**config.mk**
```make
export PLATFORM = sky130hd
export DESIGN_NAME = scm_top
export DESIGN_NICKNAME = d
export VERILOG_FILES = /design/src/core/scm_pkg.sv /design/src/core/scm_reg_if.sv /design/src/core/scm_i2c_slave.sv /design/src/core/scm_top.sv
export SDC_FILE = /design/constraint.sdc
export NUM_CORES = 1
export LEC_CHECK = 0
export BUFFER_PORTS_ARGS = -buffer_cell sky130_fd_sc_hd__buf_2
export CAP_MARGIN = 20
export CORE_ASPECT_RATIO = 1.25
export CORE_MARGIN = 4
export CORE_UTILIZATION = 25
export DETAILED_ROUTE_END_ITERATION = 8
export SLEW_MARGIN = 30
export SYNTH_ARGS = -nofsm -noshare
export SYNTH_HDL_FRONTEND = slang
export SYNTH_SLANG_ARGS = --single-unit
```
**constraint.sdc**
```tcl
create_clock -name clk -period 3.25 [get_ports clk]
set_clock_uncertainty 0.2 [all_clocks]
set_input_delay 0.325 -clock clk [delete_from_list [all_inputs] [get_ports clk]]
set_output_delay 0.325 -clock clk [all_outputs]
set_load 0.005 [all_outputs]
```
**src/core/scm_pkg.sv**
```systemverilog
// constants and types for the smartcard mode and routing controller
// assumes a 25 MHz core clock and a host reaching the registers over i2c
package scm_pkg;
  // register offsets
  localparam logic [7:0] ADDR_SLOT_CTRL = 8'h01;
  localparam logic [7:0] ADDR_CLK_BASE  = 8'h02;
  localparam logic [7:0] ADDR_SYNC_SET  = 8'h09;
  localparam logic [7:0] ADDR_MOD_CTRL  = 8'h10;
  localparam logic [7:0] ADDR_STATUS    = 8'h40;
  localparam logic [7:0] ADDR_DEV_SET   = 8'h42;
  localparam logic [7:0] ADDR_GPIO_STAT = 8'h43;
  // field positions
  localparam int SS_CARD_TYPE   = 7;
  localparam int SS_ACT_TYPE    = 6;
  localparam int SS_AUX_A       = 5;
  localparam int SS_AUX_B       = 4;
  localparam int SS_START       = 0;
  localparam int SC_START_ASYNC = 0;
  localparam int SC_IO_EN       = 5;
  localparam int CK_SRC         = 0;
  localparam int CK_DIV_LSB     = 1;
  localparam int CK_DIV_W       = 2;
  localparam int MC_ACT_LSB     = 0;
  localparam int MC_SEL_LSB     = 4;
  localparam int MC_SEL_W       = 2;
  localparam int DS_OUT_LSB     = 4;
  localparam int GS_FLAG_LSB    = 4;
  localparam int ST_CARD_PRESENCE_INPUT        = 0;
  localparam int ST_MODE_LSB    = 1;
  localparam int BYTE_MSB       = 7;
  // reset values
  localparam logic [7:0] RST_SLOT_CTRL = 8'h00;
  localparam logic [7:0] RST_CLK_CFG   = 8'h00;
  localparam logic [7:0] RST_SYNC_SET  = 8'h30;
  localparam logic [7:0] RST_MOD_CTRL  = 8'h00;
  localparam logic [7:0] RST_DEV_SET   = 8'h0f;
  // timing
  localparam int CLK_HZ            = 25_000_000;
  localparam int GPIO_MIN_PULSE_NS = 10_000;
  localparam int GPIO_MIN_PULSE_CYC = (GPIO_MIN_PULSE_NS / 1000) * (CLK_HZ / 1_000_000);
  localparam int SYNC_STAGES       = 3;
  localparam logic [2:0] IO_HOLD   = 3'h4;
  localparam logic [3:0] I2C_BITS  = 4'h8;
  // device modes and user slot operating modes
  typedef enum logic [1:0] {SCM_OFF, SCM_SHUTDOWN, SCM_STANDBY, SCM_ACTIVE} scm_mode_t;
  typedef enum logic [1:0] {SCM_UOP_ASYNC, SCM_UOP_SYNC1, SCM_UOP_SYNC2, SCM_UOP_MANUAL} scm_uop_t;
endpackage

```
**src/core/scm_reg_if.sv**
```systemverilog
// register access path between the i2c engine and the register file
// assumes both ends share clk
`timescale 1ns/100ps
interface scm_reg_if;
  logic       en;
  logic       wr_stb;
  logic [7:0] addr;
  logic [7:0] wdata;
  logic [7:0] rdata;
  modport slave (input en, input rdata, output wr_stb, output addr, output wdata);
  modport regs  (output en, output rdata, input wr_stb, input addr, input wdata);
endinterface

```
**src/core/scm_i2c_slave.sv**
```systemverilog
// i2c target: pointer byte then data bytes, auto increment on read and write
// assumes scl and sda already synchronised to clk
`timescale 1ns/100ps
module scm_i2c_slave #(
  parameter logic [6:0] DEV_ADDR = 7'h2a
) (
  // clock and reset
  input  wire logic clk,
  input  wire logic rstn,
  // synchronised bus lines
  input  wire logic scl_s,
  input  wire logic sda_s,
  output wire logic sda_drive,
  // register access
  scm_reg_if.slave  rif
);
  typedef enum logic [2:0] {I_IDLE, I_ADDR, I_ACK_A, I_WR, I_ACK_W, I_RD, I_ACK_R} scm_i2c_st_t;

  scm_i2c_st_t st_r;
  logic [3:0]  cnt_r;
  logic [7:0]  sh_r;
  logic [7:0]  tx_r;
  logic [7:0]  ptr_r;
  logic [7:0]  wdata_r;
  logic        first_r;
  logic        rw_r;
  logic        nack_r;
  logic        drv_r;
  logic        wr_stb_r;
  logic        scl_q;
  logic        sda_q;
  logic [6:0]  sh_addr;
  logic        sh_rw;
  logic        rise;
  logic        fall;
  logic        start;
  logic        stop;

  assign {sh_addr, sh_rw} = sh_r;
  assign rise  = scl_s & ~scl_q;
  assign fall  = ~scl_s & scl_q;
  assign start = scl_s & scl_q & sda_q & ~sda_s;
  assign stop  = scl_s & scl_q & ~sda_q & sda_s;

  always_ff @(posedge clk or negedge rstn) begin
    if (!rstn) begin
      scl_q <= 1'b1;
      sda_q <= 1'b1;
    end else begin
      scl_q <= scl_s;
      sda_q <= sda_s;
    end
  end

  always_ff @(posedge clk or negedge rstn) begin
    if (!rstn) begin
      st_r     <= I_IDLE;
      cnt_r    <= 4'h0;
      sh_r     <= 8'h00;
      tx_r     <= 8'h00;
      ptr_r    <= 8'h00;
      wdata_r  <= 8'h00;
      first_r  <= 1'b0;
      rw_r     <= 1'b0;
      nack_r   <= 1'b0;
      drv_r    <= 1'b0;
      wr_stb_r <= 1'b0;
    end else begin
      wr_stb_r <= 1'b0;
      if (wr_stb_r) begin
        ptr_r <= ptr_r + 8'h01;
      end
      if (!rif.en) begin
        st_r  <= I_IDLE;
        drv_r <= 1'b0;
      end else if (start) begin
        st_r    <= I_ADDR;
        cnt_r   <= 4'h0;
        first_r <= 1'b1;
        drv_r   <= 1'b0;
      end else if (stop) begin
        st_r  <= I_IDLE;
        drv_r <= 1'b0;
      end else if (rise) begin
        cnt_r  <= cnt_r + 4'h1;
        sh_r   <= {sh_r[scm_pkg::BYTE_MSB-1:0], sda_s};
        nack_r <= sda_s;
      end else if (fall) begin
        case (st_r)
          I_ADDR: begin
            if (cnt_r == scm_pkg::I2C_BITS) begin
              cnt_r <= 4'h0;
              if (sh_addr == DEV_ADDR) begin
                st_r  <= I_ACK_A;
                rw_r  <= sh_rw;
                drv_r <= 1'b1;
              end else begin
                st_r <= I_IDLE;
              end
            end
          end
          I_ACK_A: begin
            cnt_r <= 4'h0;
            if (rw_r) begin
              st_r  <= I_RD;
              tx_r  <= rif.rdata;
              drv_r <= ~rif.rdata[scm_pkg::BYTE_MSB];
            end else begin
              st_r  <= I_WR;
              drv_r <= 1'b0;
            end
          end
          I_WR: begin
            if (cnt_r == scm_pkg::I2C_BITS) begin
              cnt_r <= 4'h0;
              st_r  <= I_ACK_W;
              drv_r <= 1'b1;
              if (first_r) begin
                ptr_r   <= sh_r;
                first_r <= 1'b0;
              end else begin
                wr_stb_r <= 1'b1;
                wdata_r  <= sh_r;
              end
            end
          end
          I_ACK_W: begin
            cnt_r <= 4'h0;
            st_r  <= I_WR;
            drv_r <= 1'b0;
          end
          I_RD: begin
            if (cnt_r == scm_pkg::I2C_BITS) begin
              st_r  <= I_ACK_R;
              drv_r <= 1'b0;
              ptr_r <= ptr_r + 8'h01;
            end else begin
              tx_r  <= tx_r << 1;
              drv_r <= ~tx_r[scm_pkg::BYTE_MSB-1];
            end
          end
          I_ACK_R: begin
            cnt_r <= 4'h0;
            if (nack_r) begin
              st_r  <= I_IDLE;
              drv_r <= 1'b0;
            end else begin
              st_r  <= I_RD;
              tx_r  <= rif.rdata;
              drv_r <= ~rif.rdata[scm_pkg::BYTE_MSB];
            end
          end
          default: begin
            drv_r <= 1'b0;
          end
        endcase
      end
    end
  end

  assign rif.wr_stb = wr_stb_r;
  assign rif.addr   = ptr_r;
  assign rif.wdata  = wdata_r;
  assign sda_drive  = drv_r;
endmodule

```
**src/core/scm_top.sv**
```systemverilog
// mode control, register file, clock dividers, io muxes, aux lines and gpios
// assumes all pin inputs asynchronous to clk; pins resolved outside from out and oe_n
`timescale 1ns/100ps
module scm_top #(
  parameter logic [6:0] I2C_ADDR = 7'h2a,
  parameter int         OSC_DIV  = 4,
  parameter int         NMOD     = 3,
  parameter int         NGPIO    = 4
) (
  // clock and reset
  input  wire logic             clk,
  input  wire logic             rstn,
  // supply monitors and low-power request
  input  wire logic             vdd_ok,
  input  wire logic             vddi_ok,
  input  wire logic             low_power_request_pin,
  // i2c
  input  wire logic             scl,
  input  wire logic             sda_in,
  output wire logic             sda_out,
  output wire logic             sda_oe_n,
  // user card slot
  input  wire logic             card_presence_input,
  input  wire logic             user_clock_source,
  output wire logic             user_card_clock,
  input  wire logic             user_card_io_in,
  output wire logic             user_card_io_out,
  output wire logic             user_card_io_oe_n,
  input  wire logic             aux_line_a_in,
  output wire logic             aux_line_a_out,
  output wire logic             aux_line_a_oe_n,
  input  wire logic             aux_line_b_in,
  output wire logic             aux_line_b_out,
  output wire logic             aux_line_b_oe_n,
  output scm_pkg::scm_uop_t     user_card_mode,
  // secure module slots
  input  wire logic             module_clock_source,
  output wire logic [NMOD-1:0]  module_clock,
  input  wire logic [NMOD-1:0]  module_io_in,
  output wire logic [NMOD-1:0]  module_io_out,
  output wire logic [NMOD-1:0]  module_io_oe_n,
  // host io
  input  wire logic             host_io_user_in,
  output wire logic             host_io_user_out,
  output wire logic             host_io_user_oe_n,
  input  wire logic             host_io_modules_in,
  output wire logic             host_io_modules_out,
  output wire logic             host_io_modules_oe_n,
  // gpio and interrupt
  input  wire logic [NGPIO-1:0] gpio_in,
  output wire logic [NGPIO-1:0] gpio_out,
  output wire logic [NGPIO-1:0] gpio_oe_n,
  output wire logic             int_n,
  // status
  output wire logic [NMOD:0]    slot_active,
  output scm_pkg::scm_mode_t    mode
);
  localparam int NIN = 13 + NMOD + NGPIO;
  localparam int NCH = NMOD + 1;

  if (OSC_DIV < 1) begin : g_chk_osc
    $error("OSC_DIV must be at least one");
  end
  if (NMOD != 3 || NGPIO != 4) begin : g_chk_cnt
    $error("register layout serves three module slots and four gpios");
  end
  if (scm_pkg::GPIO_MIN_PULSE_CYC <= scm_pkg::SYNC_STAGES + 1) begin : g_chk_pulse
    $error("clock too slow for the gpio minimum pulse");
  end

  // input synchronisers
  logic [NIN-1:0]   raw;
  logic [NIN-1:0]   s1;
  logic [NIN-1:0]   s2;
  logic [NIN-1:0]   s3;
  logic [NIN-1:0]   stab;
  logic             vdd_s;
  logic             vddi_s;
  logic             lp_s;
  logic             scl_s;
  logic             sda_s;
  logic             card_presence_input_s;
  logic             ucs_s;
  logic             mcs_s;
  logic             ucio_s;
  logic             aa_s;
  logic             ab_s;
  logic [NMOD-1:0]  mio_s;
  logic             hu_s;
  logic             hm_s;
  logic [NGPIO-1:0] gpio_s;

  assign raw = {vdd_ok, vddi_ok, low_power_request_pin, scl, sda_in, card_presence_input,
                user_clock_source, module_clock_source, user_card_io_in, aux_line_a_in,
                aux_line_b_in, module_io_in, host_io_user_in, host_io_modules_in, gpio_in};
  assign {vdd_s, vddi_s, lp_s, scl_s, sda_s, card_presence_input_s, ucs_s, mcs_s, ucio_s, aa_s, ab_s,
          mio_s, hu_s, hm_s, gpio_s} = stab;

  always_ff @(posedge clk or negedge rstn) begin
    if (!rstn) begin
      s1   <= '0;
      s2   <= '0;
      s3   <= '0;
      stab <= '0;
    end else begin
      s1   <= raw;
      s2   <= s1;
      s3   <= s2;
      stab <= (~(s2 ^ s3) & s3) | ((s2 ^ s3) & stab);
    end
  end

  // registers
  logic [7:0]       slot_ctrl_r;
  logic [7:0]       sync_set_r;
  logic [7:0]       mod_ctrl_r;
  logic [7:0]       dev_set_r;
  logic [7:0]       clk_cfg_r [NCH];
  logic [NGPIO-1:0] gflag_r;
  logic [NGPIO-1:0] glast_r;
  logic             int_n_r;
  logic             uact_q;
  logic             aux_a_oe_n_r;
  logic             aux_b_oe_n_r;
  logic [7:0]       rd;
  logic             user_act;
  logic [NMOD-1:0]  mod_act;
  logic [NCH-1:0]   act;
  logic             quiet;
  logic             run;
  logic             sda_drive;
  scm_pkg::scm_mode_t mode_r;
  scm_pkg::scm_mode_t mode_nxt;
  scm_pkg::scm_uop_t  uop_r;
  scm_reg_if          rif ();

  assign user_act = slot_ctrl_r[scm_pkg::SC_START_ASYNC] | sync_set_r[scm_pkg::SS_START];
  assign mod_act  = mod_ctrl_r[scm_pkg::MC_ACT_LSB +: NMOD];
  assign act      = {mod_act, user_act};
  assign run      = (mode_r == scm_pkg::SCM_STANDBY) || (mode_r == scm_pkg::SCM_ACTIVE);
  assign quiet    = (mode_nxt == scm_pkg::SCM_OFF) || (mode_nxt == scm_pkg::SCM_SHUTDOWN);

  // mode controller
  always_comb begin
    if (!vdd_s || !vddi_s) begin
      mode_nxt = scm_pkg::SCM_OFF;
    end else if (!lp_s) begin
      mode_nxt = scm_pkg::SCM_SHUTDOWN;
    end else if (|act && run) begin
      mode_nxt = scm_pkg::SCM_ACTIVE;
    end else begin
      mode_nxt = scm_pkg::SCM_STANDBY;
    end
  end

  always_ff @(posedge clk or negedge rstn) begin
    if (!rstn) begin
      mode_r <= scm_pkg::SCM_OFF;
    end else begin
      mode_r <= mode_nxt;
    end
  end

  // i2c engine, silent unless standby or active
  assign rif.en = run;

  scm_i2c_slave #(
    .DEV_ADDR (I2C_ADDR)
  ) u_i2c (
    .clk       (clk),
    .rstn      (rstn),
    .scl_s     (scl_s),
    .sda_s     (sda_s),
    .sda_drive (sda_drive),
    .rif       (rif.slave)
  );

  assign sda_out  = 1'b0;
  assign sda_oe_n = ~sda_drive;

  // register writes; shutdown and power-off clear every activation
  always_ff @(posedge clk or negedge rstn) begin
    if (!rstn) begin
      slot_ctrl_r <= scm_pkg::RST_SLOT_CTRL;
      sync_set_r  <= scm_pkg::RST_SYNC_SET;
      mod_ctrl_r  <= scm_pkg::RST_MOD_CTRL;
      dev_set_r   <= scm_pkg::RST_DEV_SET;
    end else begin
      if (rif.wr_stb) begin
        case (rif.addr)
          scm_pkg::ADDR_SLOT_CTRL: slot_ctrl_r <= rif.wdata;
          scm_pkg::ADDR_SYNC_SET:  sync_set_r  <= rif.wdata;
          scm_pkg::ADDR_MOD_CTRL:  mod_ctrl_r  <= rif.wdata;
          scm_pkg::ADDR_DEV_SET:   dev_set_r   <= rif.wdata;
          default: ;
        endcase
      end
      if (quiet) begin
        slot_ctrl_r[scm_pkg::SC_START_ASYNC]     <= 1'b0;
        sync_set_r[scm_pkg::SS_START]            <= 1'b0;
        mod_ctrl_r[scm_pkg::MC_ACT_LSB +: NMOD]  <= '0;
      end
    end
  end

  // user slot operating mode, frozen while the slot is active
  always_ff @(posedge clk or negedge rstn) begin
    if (!rstn) begin
      uact_q <= 1'b0;
      uop_r  <= scm_pkg::SCM_UOP_ASYNC;
    end else begin
      uact_q <= user_act;
      if (user_act && !uact_q) begin
        if (!sync_set_r[scm_pkg::SS_START]) begin
          uop_r <= scm_pkg::SCM_UOP_ASYNC;
        end else if (!sync_set_r[scm_pkg::SS_ACT_TYPE]) begin
          uop_r <= scm_pkg::SCM_UOP_MANUAL;
        end else if (sync_set_r[scm_pkg::SS_CARD_TYPE]) begin
          uop_r <= scm_pkg::SCM_UOP_SYNC2;
        end else begin
          uop_r <= scm_pkg::SCM_UOP_SYNC1;
        end
      end
    end
  end

  // aux open-drain lines: low while idle, bit-controlled while active
  always_ff @(posedge clk or negedge rstn) begin
    if (!rstn) begin
      aux_a_oe_n_r <= 1'b0;
      aux_b_oe_n_r <= 1'b0;
    end else begin
      aux_a_oe_n_r <= user_act & sync_set_r[scm_pkg::SS_AUX_A];
      aux_b_oe_n_r <= user_act & sync_set_r[scm_pkg::SS_AUX_B];
    end
  end

  // gpio change flags, write one to clear, set wins
  logic [NGPIO-1:0] gdir;
  logic [NGPIO-1:0] gset;
  logic [NGPIO-1:0] gclr;
  logic [NGPIO-1:0] gflag_nxt;
  assign gdir      = dev_set_r[NGPIO-1:0];
  assign gset      = {NGPIO{run}} & gdir & (gpio_s ^ glast_r);
  assign gclr      = (rif.wr_stb && rif.addr == scm_pkg::ADDR_GPIO_STAT) ?
                     rif.wdata[scm_pkg::GS_FLAG_LSB +: NGPIO] : '0;
  assign gflag_nxt = (gflag_r & ~gclr) | gset;

  always_ff @(posedge clk or negedge rstn) begin
    if (!rstn) begin
      glast_r <= '0;
      gflag_r <= '0;
      int_n_r <= 1'b1;
    end else begin
      glast_r <= gpio_s;
      gflag_r <= gflag_nxt;
      int_n_r <= ~|gflag_nxt;
    end
  end

  assign gpio_out  = '0;
  assign gpio_oe_n = ~({NGPIO{run}} & ~gdir & ~dev_set_r[scm_pkg::DS_OUT_LSB +: NGPIO]);
  assign int_n     = int_n_r;

  // slot clocks from external source or oscillator through a divider
  logic [$clog2(OSC_DIV+1)-1:0] osc_cnt_r;
  logic                         osc_tick;
  logic [NCH-1:0]               ck_r;
  assign osc_tick = (osc_cnt_r == ($clog2(OSC_DIV+1))'(OSC_DIV - 1));

  always_ff @(posedge clk or negedge rstn) begin
    if (!rstn) begin
      osc_cnt_r <= '0;
    end else begin
      osc_cnt_r <= osc_tick ? '0 : osc_cnt_r + 1'b1;
    end
  end

  for (genvar i = 0; i < NCH; i++) begin : g_clk
    logic       src_s;
    logic       src_q;
    logic       tick;
    logic [2:0] cnt_r;
    logic [2:0] lim;
    assign src_s = (i == 0) ? ucs_s : mcs_s;
    assign tick  = clk_cfg_r[i][scm_pkg::CK_SRC] ? osc_tick : (src_s & ~src_q);
    assign lim   = 3'((4'h1 << clk_cfg_r[i][scm_pkg::CK_DIV_LSB +: scm_pkg::CK_DIV_W]) - 4'h1);

    always_ff @(posedge clk or negedge rstn) begin
      if (!rstn) begin
        clk_cfg_r[i] <= scm_pkg::RST_CLK_CFG;
      end else if (rif.wr_stb && rif.addr == scm_pkg::ADDR_CLK_BASE + 8'(i)) begin
        clk_cfg_r[i] <= rif.wdata;
      end
    end

    always_ff @(posedge clk or negedge rstn) begin
      if (!rstn) begin
        src_q <= 1'b0;
        cnt_r <= 3'h0;
        ck_r[i] <= 1'b0;
      end else begin
        src_q <= src_s;
        if (!act[i]) begin
          cnt_r   <= 3'h0;
          ck_r[i] <= 1'b0;
        end else if (tick) begin
          if (cnt_r >= lim) begin
            cnt_r   <= 3'h0;
            ck_r[i] <= ~ck_r[i];
          end else begin
            cnt_r <= cnt_r + 3'h1;
          end
        end
      end
    end
  end

  assign user_card_clock = ck_r[0];
  assign module_clock    = ck_r[NCH-1:1];

  // io muxes: channel 0 user pair, channels 1..3 module pairs
  localparam int MC_W = scm_pkg::MC_SEL_W;
  logic [MC_W-1:0] sel;
  logic [NCH-1:0] conn;
  logic [NCH-1:0] h_s;
  logic [NCH-1:0] c_s;
  logic [NCH-1:0] drv_card;
  logic [NCH-1:0] drv_host;
  assign sel = mod_ctrl_r[scm_pkg::MC_SEL_LSB +: MC_W];
  assign h_s = {{NMOD{hm_s}}, hu_s};
  assign c_s = {mio_s, ucio_s};

  for (genvar i = 0; i < NCH; i++) begin : g_io
    logic [2:0] hold_r;
    if (i == 0) begin : g_user
      assign conn[i] = user_act & slot_ctrl_r[scm_pkg::SC_IO_EN];
    end else begin : g_mod
      assign conn[i] = mod_act[i-1] & (sel == MC_W'(i));
    end

    always_ff @(posedge clk or negedge rstn) begin
      if (!rstn) begin
        drv_card[i] <= 1'b0;
        drv_host[i] <= 1'b0;
        hold_r      <= 3'h0;
      end else if (!conn[i]) begin
        drv_card[i] <= 1'b0;
        drv_host[i] <= 1'b0;
        hold_r      <= 3'h0;
      end else begin
        drv_card[i] <= ~h_s[i] & (drv_card[i] | (~drv_host[i] & hold_r == 3'h0));
        drv_host[i] <= ~c_s[i] & (drv_host[i] | (~drv_card[i] & hold_r == 3'h0 & h_s[i]));
        if ((drv_card[i] & h_s[i]) | (drv_host[i] & c_s[i])) begin
          hold_r <= scm_pkg::IO_HOLD;
        end else if (hold_r != 3'h0) begin
          hold_r <= hold_r - 3'h1;
        end
      end
    end
  end

  assign user_card_io_out     = 1'b0;
  assign user_card_io_oe_n    = ~drv_card[0];
  assign module_io_out        = '0;
  assign module_io_oe_n       = ~drv_card[NCH-1:1];
  assign host_io_user_out     = 1'b0;
  assign host_io_user_oe_n    = ~drv_host[0];
  assign host_io_modules_out  = 1'b0;
  assign host_io_modules_oe_n = ~|drv_host[NCH-1:1];
  assign aux_line_a_out       = 1'b0;
  assign aux_line_a_oe_n      = aux_a_oe_n_r;
  assign aux_line_b_out       = 1'b0;
  assign aux_line_b_oe_n      = aux_b_oe_n_r;

  // register reads
  always_comb begin
    rd = 8'h00;
    for (int i = 0; i < NCH; i++) begin
      if (rif.addr == scm_pkg::ADDR_CLK_BASE + 8'(i)) begin
        rd = clk_cfg_r[i];
      end
    end
    case (rif.addr)
      scm_pkg::ADDR_SLOT_CTRL: rd = slot_ctrl_r;
      scm_pkg::ADDR_SYNC_SET: begin
        rd = sync_set_r;
        rd[scm_pkg::SS_AUX_A] = sync_set_r[scm_pkg::SS_AUX_A] & (aa_s | ~user_act);
        rd[scm_pkg::SS_AUX_B] = sync_set_r[scm_pkg::SS_AUX_B] & (ab_s | ~user_act);
      end
      scm_pkg::ADDR_MOD_CTRL: rd = mod_ctrl_r;
      scm_pkg::ADDR_STATUS: begin
        rd[scm_pkg::ST_CARD_PRESENCE_INPUT] = card_presence_input_s;
        rd[scm_pkg::ST_MODE_LSB +: 2] = mode_r;
      end
      scm_pkg::ADDR_DEV_SET:   rd = dev_set_r;
      scm_pkg::ADDR_GPIO_STAT: rd = {gflag_r, gpio_s};
      default: ;
    endcase
  end

  assign rif.rdata      = rd;
  assign slot_active    = act;
  assign mode           = mode_r;
  assign user_card_mode = uop_r;
endmodule

```
==> Yosys cells after proc, flatten, opt, wreduce, memory -nomap -nowiden <==
Index checks and enable logic that the tools add are counted.
{ "classes": {"eq_ne": 50, "n_shift": 4, "addsub": 15, "mux": 129, "n_bitwise": 109, "reduce_logical": 58, "magnitude_cmp": 4} }
{ "ops": {"columns": ["cell", "n"], "rows": [
  ["$mux 3", 38],
  ["$mux 8", 13],
  ["$mux 1", 56],
  ["$and 1x1->1", 45],
  ["$and 20x20->20", 2],
  ["$pmux 3 s6", 2],
  ["$not 1->1", 32],
  ["$pmux 5 s5", 1],
  ["$eq 8x7->1 const B", 3],
  ["$mux 4", 6],
  ["$sub 3x1->3 const B", 8],
  ["$reduce_and 2->1", 11],
  ["$mux 7", 3],
  ["$pmux 7 s3", 1],
  ["$and 4x4->4", 5],
  ["$ne 2x1->1 const B", 10],
  ["$ne 5x2->1 const B", 4],
  ["$not 20->20", 1],
  ["$or 20x20->20", 1],
  ["$xor 20x20->20", 1],
  ["$reduce_bool 3->1", 6],
  ["$eq 8x2->1 const B", 2],
  ["$eq 8x3->1 const B", 2],
  ["$not 4->4", 4],
  ["43 further kinds", 112]
]} }
{ "totals": {"ff_bits": 246, "in_bits": 22} }

==> Longest topological paths before layout <==
Gate-level depths: netlist of the first run.
{ "logic_depth": {"ltp_word": 14, "ltp_mapped": 9} }

==> By module <==
From an unflattened synthesis of the first run, not the netlist that was laid out.
{ "unflattened": {"hier_cells": 949, "hier_area_um2": 11188.2} }
{ "by_module_without_submodules": {"columns": ["module", "area_each_um2", "cells_each", "instances", "seq_area_each_um2"], "rows": [
  ["scm_top", 8567.0, 688, 1, 5038.6],
  ["scm_i2c_slave", 2621.3, 261, 1, 1103.6]
]} }

==> Worst setup path before layout of the first run <==
Ideal clock, no wire load.
{ "synth_timing": {"path_type": "reg-to-reg", "start": "reg u_i2c.scl_q", "end": "reg u_i2c.tx_r[4]", "arrival_time_ps": 1896, "setup_slack_ps": 1011, "period_less_slack_ps": 2239, "setup_time_ps": 143, "required_time_ps": 2907, "stages_incl_launch_ff": 8, "n_path_buf": 2, "path_cell_list": "dfstp_2 nor2b_1 clkbuf_1 nand2_2 or3b_1 clkbuf_2 a2111oi_2 a221oi_1"} }
{ "synth_between": {"elab_chain_cells": 5, "elab_cells_between_ends": 12, "classes_between": "11 x bitwise; 1 x reduce/logical"} }
{ "synth_rtl": {"columns": ["element", "line", "source"], "rows": [
  ["start, declared", "scm_i2c_slave.sv:30", "logic scl_q;"],
  ["start signal, assigned", "scm_i2c_slave.sv:50", "scl_q <= scl_s;"],
  ["$and 1x1->1", "scm_i2c_slave.sv:42, scm_i2c_slave.sv:43", null],
  ["$and 1x1->1 (on tied branches) (2 in a row)", "scm_i2c_slave.sv:42, scm_i2c_slave.sv:43", null],
  ["$not 1->1 (no source line)", null, null],
  ["$reduce_and 9->1 (no source line) *", null, null],
  ["end signal, assigned", "scm_i2c_slave.sv:106", "tx_r <= rif.rdata;"],
  ["end signal, assigned", "scm_i2c_slave.sv:138", "tx_r <= tx_r << 1;"],
  ["end signal, assigned", "scm_i2c_slave.sv:149", "tx_r <= rif.rdata;"],
  ["end, declared", "scm_i2c_slave.sv:22", "logic [7:0] tx_r;"]
]} }
Mark *: on every way between the ends. The rest lies on a longest branch, timed or not.
A chain may end at the register's enable or synchronous reset.

==> Worst setup path in the final report of the first run <==
{ "layout_timing": {"start": "reg u_i2c.ptr_r[0], in the netlist u_i2c.rif.addr[0]", "end": "reg mod_ctrl_r[5]"} }
{ "layout_between": {"elab_chain_cells": 2} }
{ "layout_rtl": {"columns": ["element", "line", "source"], "rows": [
  ["start, declared", "scm_i2c_slave.sv:23", "logic [7:0] ptr_r;"],
  ["start signal, assigned", "scm_i2c_slave.sv:71", "ptr_r <= ptr_r + 8'h01;"],
  ["start signal, assigned", "scm_i2c_slave.sv:119", "ptr_r <= sh_r;"],
  ["start signal, assigned", "scm_i2c_slave.sv:136", "ptr_r <= ptr_r + 8'h01;"],
  ["$eq 8x5->1", "scm_top.sv:190", "case (rif.addr)"],
  ["$reduce_and 2->1 (no source line)", null, null],
  ["end signal, assigned", "scm_top.sv:186", "mod_ctrl_r <= scm_pkg::RST_MOD_CTRL;"],
  ["end signal, assigned", "scm_top.sv:193", "scm_pkg::ADDR_MOD_CTRL: mod_ctrl_r <= rif.wdata;"],
  ["end, declared", "scm_top.sv:116", "logic [7:0] mod_ctrl_r;"]
]} }
Every way passes these cells.

==> results of run 1 <==
sequential cells by signal, indices dropped and copies added (netlist names), 12 cells and up, named ones only:
| name | flops |
|---|---|
| g_clk.cnt_r | 12 |
| s3 | 20 |
| s2 | 20 |
| g_io.hold_r | 12 |
| clk_cfg_r | 32 |
| s1 | 20 |
final timing paths:
check / end / slack [ns] / cells after the start
max: mod_ctrl_r[5] / 0.69 / 5
max in group asynchronous: s1[6] / 1.89 / 3
min: s1[15] / 0.07 / 2
min in group clk: s2[9] / 0.14 / 0
max reg2reg: mod_ctrl_r[5] / 0.69 / 5
min reg2reg: s2[9] / 0.14 / 0
what timing repair did:
action / 4_1_cts / 5_1_grt
endpoints found under the setup margin: 0 / 0
resized for setup: 0 / 0
endpoints found under the hold margin: 148 / 0
hold buffers: 21 / 0
worst max-delay path, stage by stage (launching register included):
cell and delay, ns:
dfrtp_1 0.45, inv_1 0.11, ha_1 0.43, and4b_1 0.60, nand2_1 0.31, mux2_2 0.34
stage by stage:
step           hold slack [ns]  std cells  total power, mW
3_3_place_gp            0.0534       1507             3.54
2_1_floorplan           -0.171        938             3.42
4_1_cts                 0.0828       1578             6.81
5_1_grt                  0.120       1578             6.98
3_5_place_dp            0.0600       1507             3.56
6_report                0.0720       1578             6.72
metal layers:
metal | up-vias | GRT usage (%) | routed length (um)
li1 | 3379 | - | -
met1 | 3576 | 13.6 | 11200
met2 | 155 | 17.9 | 11800
met3 | 50 | 1.49 | 938
met4 | 0 | 3.37 | 749
met5 | - | 0 | 0
area by class of cell:
cell class | count | area share [%]
Multi-Input combinational cell | 597 | 33.8
Inverter | 42 | 1.23
Tap cell | 565 | 5.49
Timing Repair Buffer | 79 | 4.38
Sequential cell | 245 | 47.7
Clock inverter | 14 | 1.36
Clock buffer | 36 | 6.06
cell families after synthesis:
logic type | count (synthesis) | share of synthesized area, %
AND/OR/NAND/NOR | 260 | 12.3
flip-flops | 245 | 56.4
AO/OA/AOI/OAI | 152 | 9.91
multiplexers | 99 | 10.0
buffers and inverters | 96 | 4.16
adder cells (fa/ha/maj) | 51 | 5.40
XOR/XNOR | 22 | 1.77
other | 1 | 0.0344
power groups by stage:
stage	Clock (mW)	Combinational (mW)	Sequential [mW]
CTS	3.29	0.255	3.27
global placement	0	0.227	3.32
floorplan	0	0.139	3.28
finish	3.21	0.247	3.27
global route	3.41	0.289	3.28
detailed placement	0	0.235	3.32
cells in the final DEF, fill, tap and decap left out, types with 5 or more instances in the layout:
cell type / n
mux2_2: 81
clkinv_2: 5
inv_1: 42
a221oi_1: 5
maj3_1: 20
clkbuf_8: 7
nand2b_1: 27
nand3b_1: 5
a211oi_1: 9
o2111ai_1: 5
nor2_1: 64
nand2_1: 70
nor3_1: 15
o21ai_0: 28
xnor2_1: 7
xor2_1: 15
nand4_1: 7
a21oi_1: 20
and2_1: 5
a32o_1: 6
mux2i_1: 17
o22ai_1: 15
buf_2: 46
dfstp_2: 9
or2_2: 5
a22oi_1: 16
a211o_1: 8
nand3_1: 18
o211ai_1: 12
buf_4: 9
nor2b_1: 10
nor3b_1: 6
clkbuf_16: 27
dfrtp_1: 236
dlygate4sd3_1: 21
ha_1: 30
conb_1: 13
==> results.cfg, run 1 <==
[finish]
finalNetCount = 1045
stdcell_area_um2 = 12900
final_util_pct = 29.9
layout-drive-gt1-share_pct = 21.3
regArea_um2 = 6140
diodes = 0
fill_cells = 4365
areaGrowthSynthToFinish_pct = 18.2
multi_input_area_um2 = 4340

[drt]
wl_mm = 24.7
drc = 0
drtPass1Iterations = 5
vias = 7160
ant_nets = 0
wire_per_inst_um = 15.6
viasPerCell = 4.54
drt_iter0_markers = 466

[timing]
fin_ws_ns = 0.686
hold_violations = 0
setup_viol = 0
layout_min_cycle_time_ns = 2.56
rsz0062_at_grt = false
fin_setup_tns_ns = 0
post-route-period-util_pct = 78.9
drv_slew = 0
timing.fmax_ghz = 0.390
slew_headroom_pct = 52.0
worst_slew_pin_slew_ns = 0.720

[place]
dpl_worst_slack_ns = 0.709
hpwl_mm = 16.8
gp_congestion = 0.816
io_buffer_count = 47
placed_cell_area_um2 = 11700

[clocking]
cts_root_buf = clkbuf_16
clockBufferDepth = 3
cts_made_buffers = 27
tritoncts = done
clkTransAtPathRegs_ns = 0.06
cts_sinks = 245
h-tree-depth = 1
clk-insertion-delay-late_ns = 0.55
cts_setup_buffers = 0

[synthesis]
ys.warnings.count = 0
ys_seq_area_share_pct = 56.4
ys_top_cells_by_count = dfrtp_1, mux2_2, nand2_1
mappedNetlistArea_um2 = 10900
synthDistinctLibCells = 70
synth-edff-count = 0
synth_top_flop_cell = dfrtp_1
synth_top_cell_by_area = dfrtp_1
yosysMostFrequentCell = dfrtp_1
synth_area_leaders = dfrtp_1, mux2_2, ha_1
ys_seq_elements = 245
yosysTopAreaCellShare_pct = 54.2
syn_inst = 926
avgSynthCellArea_um2 = 11.8
synthArstFlopShare_pct = 100

[global_route]
grt_max_degree = 100
gr-total-overflow = 0
antenna_found_initial = 0
grt_util_all_layers_pct = 10.4
grt_pass1_wl_mm = 40.4
grt_pass1_vias = 7384

[floorplanning]
start_util_pct = 25.3
die_h_um = 241
die_area_um2 = 47000
placementRows = 85
coreArea_um2 = 43100
fp.dieW_um = 195
ios = 61

[worst_setup_path]
crit_path_max_fanout = 13
setup.worst_path.start = u_i2c.rif.addr[0]
cp.arrival_ns = 2.79
cp-start-kind = flip-flop
worst_ep_required_time_ns = 3.48
critPathKind = flip-flop to flip-flop
crit_path_end_kind = flip-flop
r2r-start = u_i2c.rif.addr[0]

[pwr]
pwr_density_cell_nw_per_um2 = 522
netSwitchingFraction_pct = 22.5
p_sw_mw = 1.51
internal-power_mw = 5.21
combinationalPowerShare_pct = 3.7
p_seq_share_pct = 48.6
leakage_nw = 5.67
peakVddDrop_uv = 313
pwr-share-clk_pct = 47.7

[run]
max_cap_viol_count = 0

[status]
status = complete, no violations

[worst_hold_path]
hp-class = input port to asynchronous set/reset pin
No activity file was read; power rests on OpenSTA's default activity.
==> run 2, diff against run 1 <==
clock period = 2.59 ns   (was 3.25 ns; I/O delays follow)
==> results.cfg, run 2 (synthesis gave the netlist of run 1 again) <==
[global_route]
grt_max_degree = 65
antenna_found_initial = 0
grt_util_all_layers_pct = 10.4
gr-total-overflow = 0
grt_pass1_wl_mm = 40.5
grt_pass1_vias = 7453

[worst_setup_path]
crit_path_max_fanout = 11
critPathKind = flip-flop to flip-flop
worst_ep_required_time_ns = 2.83
crit_path_top_delay_cell = dfrtp_1
cp-start-kind = flip-flop
max_stage_delay_ns = 0.44
rr_worst_depth = 7
cp.arrival_ns = 2.58
path_cells = inv_1 > ha_1 > buf_4 > nand2_1 > o21ai_0 > o2111ai_1 > a221oi_1
crit_path_end_kind = flip-flop

[clocking]
clkTransAtPathRegs_ns = 0.06
cts_sinks = 245
cts_root_buf = clkbuf_16
clockBufferDepth = 3
cts_resized = 0
tritoncts = done
cts_made_buffers = 27
clk-insertion-delay-late_ns = 0.54
h-tree-depth = 1

[floorplanning]
die_area_um2 = 47000
coreArea_um2 = 43100
placementRows = 85
start_util_pct = 25.3
die_h_um = 241
ios = 61
fp.dieW_um = 195

[run]
max_cap_viol_count = 0

[drt]
drc = 0
wl_mm = 24.6
vias = 7284
ant_nets = 0
drtPass1Iterations = 5
viasPerCell = 4.54
drt_iter0_markers = 469
wire_per_inst_um = 15.3

[timing]
slew_headroom_pct = 55.1
worst_slew_pin_slew_ns = 0.667
post-route-period-util_pct = 90.6
rsz0062_at_grt = false
hold_violations = 0
layout_min_cycle_time_ns = 2.35
setup_viol = 0
fin_setup_tns_ns = 0
timing.fmax_ghz = 0.426
drv_slew = 0
fin_ws_ns = 0.245

[place]
io_buffer_count = 47
hpwl_mm = 17.4
gp_congestion = 0.814
placed_cell_area_um2 = 11900
dpl_worst_slack_ns = 0.244
dp.cells = 1535

[finish]
areaGrowthSynthToFinish_pct = 20.3
largest-register = clk_cfg_r
final_util_pct = 30.4
stdcell_area_um2 = 13100
final_common_cell = dfrtp_1
layout-drive-gt1-share_pct = 23.1
final_cells = 1606
diodes = 0
largest_reg_flops = 32
final_cell_mix = dfrtp_1, mux2_2, nand2_1, nor2_1, buf_2
finalNetCount = 1073

[pwr]
netSwitchingFraction_pct = 21.8
p_sw_mw = 1.84
peakVddDrop_uv = 434
pwr_density_cell_nw_per_um2 = 645
combinationalPowerShare_pct = 4.0
internal-power_mw = 6.61
leakage_nw = 5.83
p_seq_share_pct = 48.4
pwr-share-clk_pct = 47.6

[worst_hold_path]
hp-class = input port to asynchronous set/reset pin

[status]
status = complete, no violations
==> run 2: what timing repair did <==
item,4_1_cts,5_1_grt
hold buffers,21,0
setup buffers,0,0
hold endpoints to repair,259,0
==> run 2: metal layers <==
| layer | vias to the layer above | wire length [um] | global-route usage [%] |
|---|---|---|---|
| met5 | - | 0 | 0 |
| met4 | 0 | 485 | 2.69 |
| met3 | 30 | 1010 | 1.53 |
| met2 | 156 | 12200 | 18.1 |
| met1 | 3669 | 10900 | 13.7 |
| li1 | 3429 | - | - |
==> run 2: power by group through the flow <==
stage                     clock network (mW)  logic, mW  registers, mW
after global routing                    4.32      0.390           4.11
after global placement                     0      0.308           4.15
after detailed placement                   0      0.321           4.16
after CTS                               4.16      0.348           4.09
final                                   4.02      0.336           4.09
after floorplan                            0      0.174           4.11
==> run 2: worst paths after layout <==
check                      slack, ns              start               to
min in group clk                0.15              s1[7]            s2[7]
setup reg to reg                0.24  u_i2c.rif.addr[0]    u_i2c.tx_r[3]
hold reg to reg                 0.15              s1[7]            s2[7]
max in group asynchronous       1.42               rstn  user_card_clock
setup / recovery                0.24  u_i2c.rif.addr[0]    u_i2c.tx_r[3]
hold / removal                  0.04               rstn           s1[15]
==> run 2: stage by stage <==
| stage | total power [mW] | hold WS (ns) |
|---|---|---|
| finish | 8.45 | 0.0386 |
| global route | 8.82 | 0.0875 |
| CTS | 8.59 | 0.0599 |
| detailed placement | 4.48 | 0.0339 |
| global placement | 4.46 | 0.0341 |
| floorplan | 4.29 | -0.237 |
==> run 2: worst max-delay path, delay by kind of cell (launching register included) <==
kind / cells / cell delay [ns]
AO/OA/AOI/OAI: 3 / 0.74
adder cells (fa/ha/maj): 1 / 0.43
buffers and inverters: 2 / 0.37
flip-flops: 1 / 0.44
AND/OR/NAND/NOR: 1 / 0.07
==> run 2: layout make-up <==
class,count,area (um^2)
fillers,4348,30000
flip-flops and latches,245,6140
clock inverters,9,143
multi-input cells,597,4340
clock buffers,41,818
inverters,42,158
repair buffers,107,798
well taps,565,707
==> run 3, diff against run 2 <==
CELL_PAD_IN_SITES_DETAIL_PLACEMENT = 1   (was not set)
CELL_PAD_IN_SITES_GLOBAL_PLACEMENT = 1   (was not set)
PLACE_DENSITY_LB_ADDON = 0.1   (was not set)
==> results.cfg, run 3 (synthesis gave the netlist of run 1 again) <==
[status]
status = complete, no violations

[drt]
drt_iter0_markers = 203
ant_nets = 0
viasPerCell = 4.56
drtPass1Iterations = 7
wl_mm = 30.9
wire_per_inst_um = 19.0
drc = 0
vias = 7412

[finish]
regArea_um2 = 6140
finalNetCount = 1093
final_cell_mix = dfrtp_1, mux2_2, nand2_1, nor2_1, buf_4
fill_cells = 4751
largest_reg_flops = 32
multi_input_area_um2 = 4340
largest-register = clk_cfg_r
diodes = 0
areaGrowthSynthToFinish_pct = 21.9
final_common_cell = dfrtp_1
layout-drive-gt1-share_pct = 24.3

[global_route]
gr-total-overflow = 0
antenna_found_initial = 0
grt_pass1_wl_mm = 48.8
grt_max_degree = 72
grt_pass1_vias = 8142
grt_util_all_layers_pct = 13.1

[timing]
post-route-period-util_pct = 96.1
fin_setup_tns_ns = 0
slew_headroom_pct = 53.6
timing.fmax_ghz = 0.402
hold_violations = 0
worst_slew_pin_slew_ns = 0.696
holdWs_ns = 0.0534
rsz0062_at_grt = false
setup_viol = 0
layout_min_cycle_time_ns = 2.49
drv_slew = 0

[worst_setup_path]
crit_path_end_kind = flip-flop
crit_path_max_fanout = 19
cp-start-kind = flip-flop
worst_ep_required_time_ns = 2.84
critPathKind = flip-flop to flip-flop
cp.arrival_ns = 2.73

[pwr]
finalPower_mw = 8.58
leakage_nw = 5.93
peakVddDrop_uv = 448
pwr_density_cell_nw_per_um2 = 646

[floorplanning]
placementRows = 85
start_util_pct = 25.3
coreArea_um2 = 43100
fp.dieW_um = 195
ios = 61
die_area_um2 = 47000
die_h_um = 241

[clocking]
clk-insertion-delay-late_ns = 0.57
cts_setup_buffers = 0
clkTransAtPathRegs_ns = 0.06
cts_sinks = 245
h-tree-depth = 1
tritoncts = done
clockBufferDepth = 3
cts_root_buf = clkbuf_16
cts_made_buffers = 28

[worst_hold_path]
hp-class = input port to asynchronous set/reset pin

[place]
gp_congestion = 0.751
hpwl_mm = 21.9
io_buffer_count = 47

[run]
max_cap_viol_count = 0
[run 3: cell count changes in the layout (fill, tap and decap cells not counted)]
cell	before	now
buf_12	4	7
buf_4	35	51
clkbuf_1	5	8
clkbuf_16	27	28
clkbuf_8	9	5
clkinv_16	0	1
clkinv_2	3	7
clkinv_4	2	0
inv_16	1	0
[run 3: report_power, final]
part | internal [mW] | switching, mW
registers | 3.97 | 0.117
clock network | 2.44 | 1.67
logic | 0.168 | 0.214
total | 6.58 | 2.00
[run 3: layer usage]
metal / wire, um / share of wire, % / up-vias / global-route usage, %
met1: 13400 / 43 / 3785 / 16.4
met2: 15600 / 51 / 102 / 23.4
met3: 950 / 3.1 / 45 / 2.03
met4: 935 / 3.0 / 0 / 4.39
li1: - / - / 3480 / -
met5: 0 / 0 / - / 0
[run 3: through the flow]
stage	area (um^2)	std cells	utilization [%]	setup slack (ns)
after CTS	13300	1627	30.8	0.0781
after global routing	13300	1627	30.8	0.0325
final	13300	1627	30.8	0.101
after global placement	12100	1554	28.1	0.125
after detailed placement	12100	1554	28.1	0.0965
after floorplan	10900	938	-	0.351
[run 3: worst paths after layout]
path / startpoint / end / slack [ns] / depth (start not counted)
max: u_i2c.rif.addr[0] / u_i2c.tx_r[1] / 0.10 / 7
min: rstn / u_i2c.sh_r[0] / 0.05 / 2
max reg2reg: u_i2c.rif.addr[0] / u_i2c.tx_r[1] / 0.10 / 7
min reg2reg: s1[0] / s2[0] / 0.15 / 0
max in group asynchronous: rstn / int_n / 1.38 / 3
min in group clk: card_presence_input / s1[14] / 0.12 / 2
[run 3: repair_timing]
action                    CTS  global route
hold endpoints to repair  243             0
hold buffers               21             0
resized for setup           0             0
[run 3: area by class of cell]
cell class                      count  share of cell area [%]
Timing Repair Buffer              126                    7.37
Tap cell                          565                    5.32
Sequential cell                   245                    46.2
Clock inverter                     11                    1.17
Multi-Input combinational cell    597                    32.7
Clock buffer                       41                    6.02
Inverter                           42                    1.19
[run 3: critical path, cell delays in order, from the launching register on]
cell      delay [ns]
dfrtp_1         0.50
inv_1           0.11
ha_1            0.24
buf_12          0.16
a222oi_1        0.50
o221a_2         0.30
a31oi_1         0.08
mux2_2          0.27
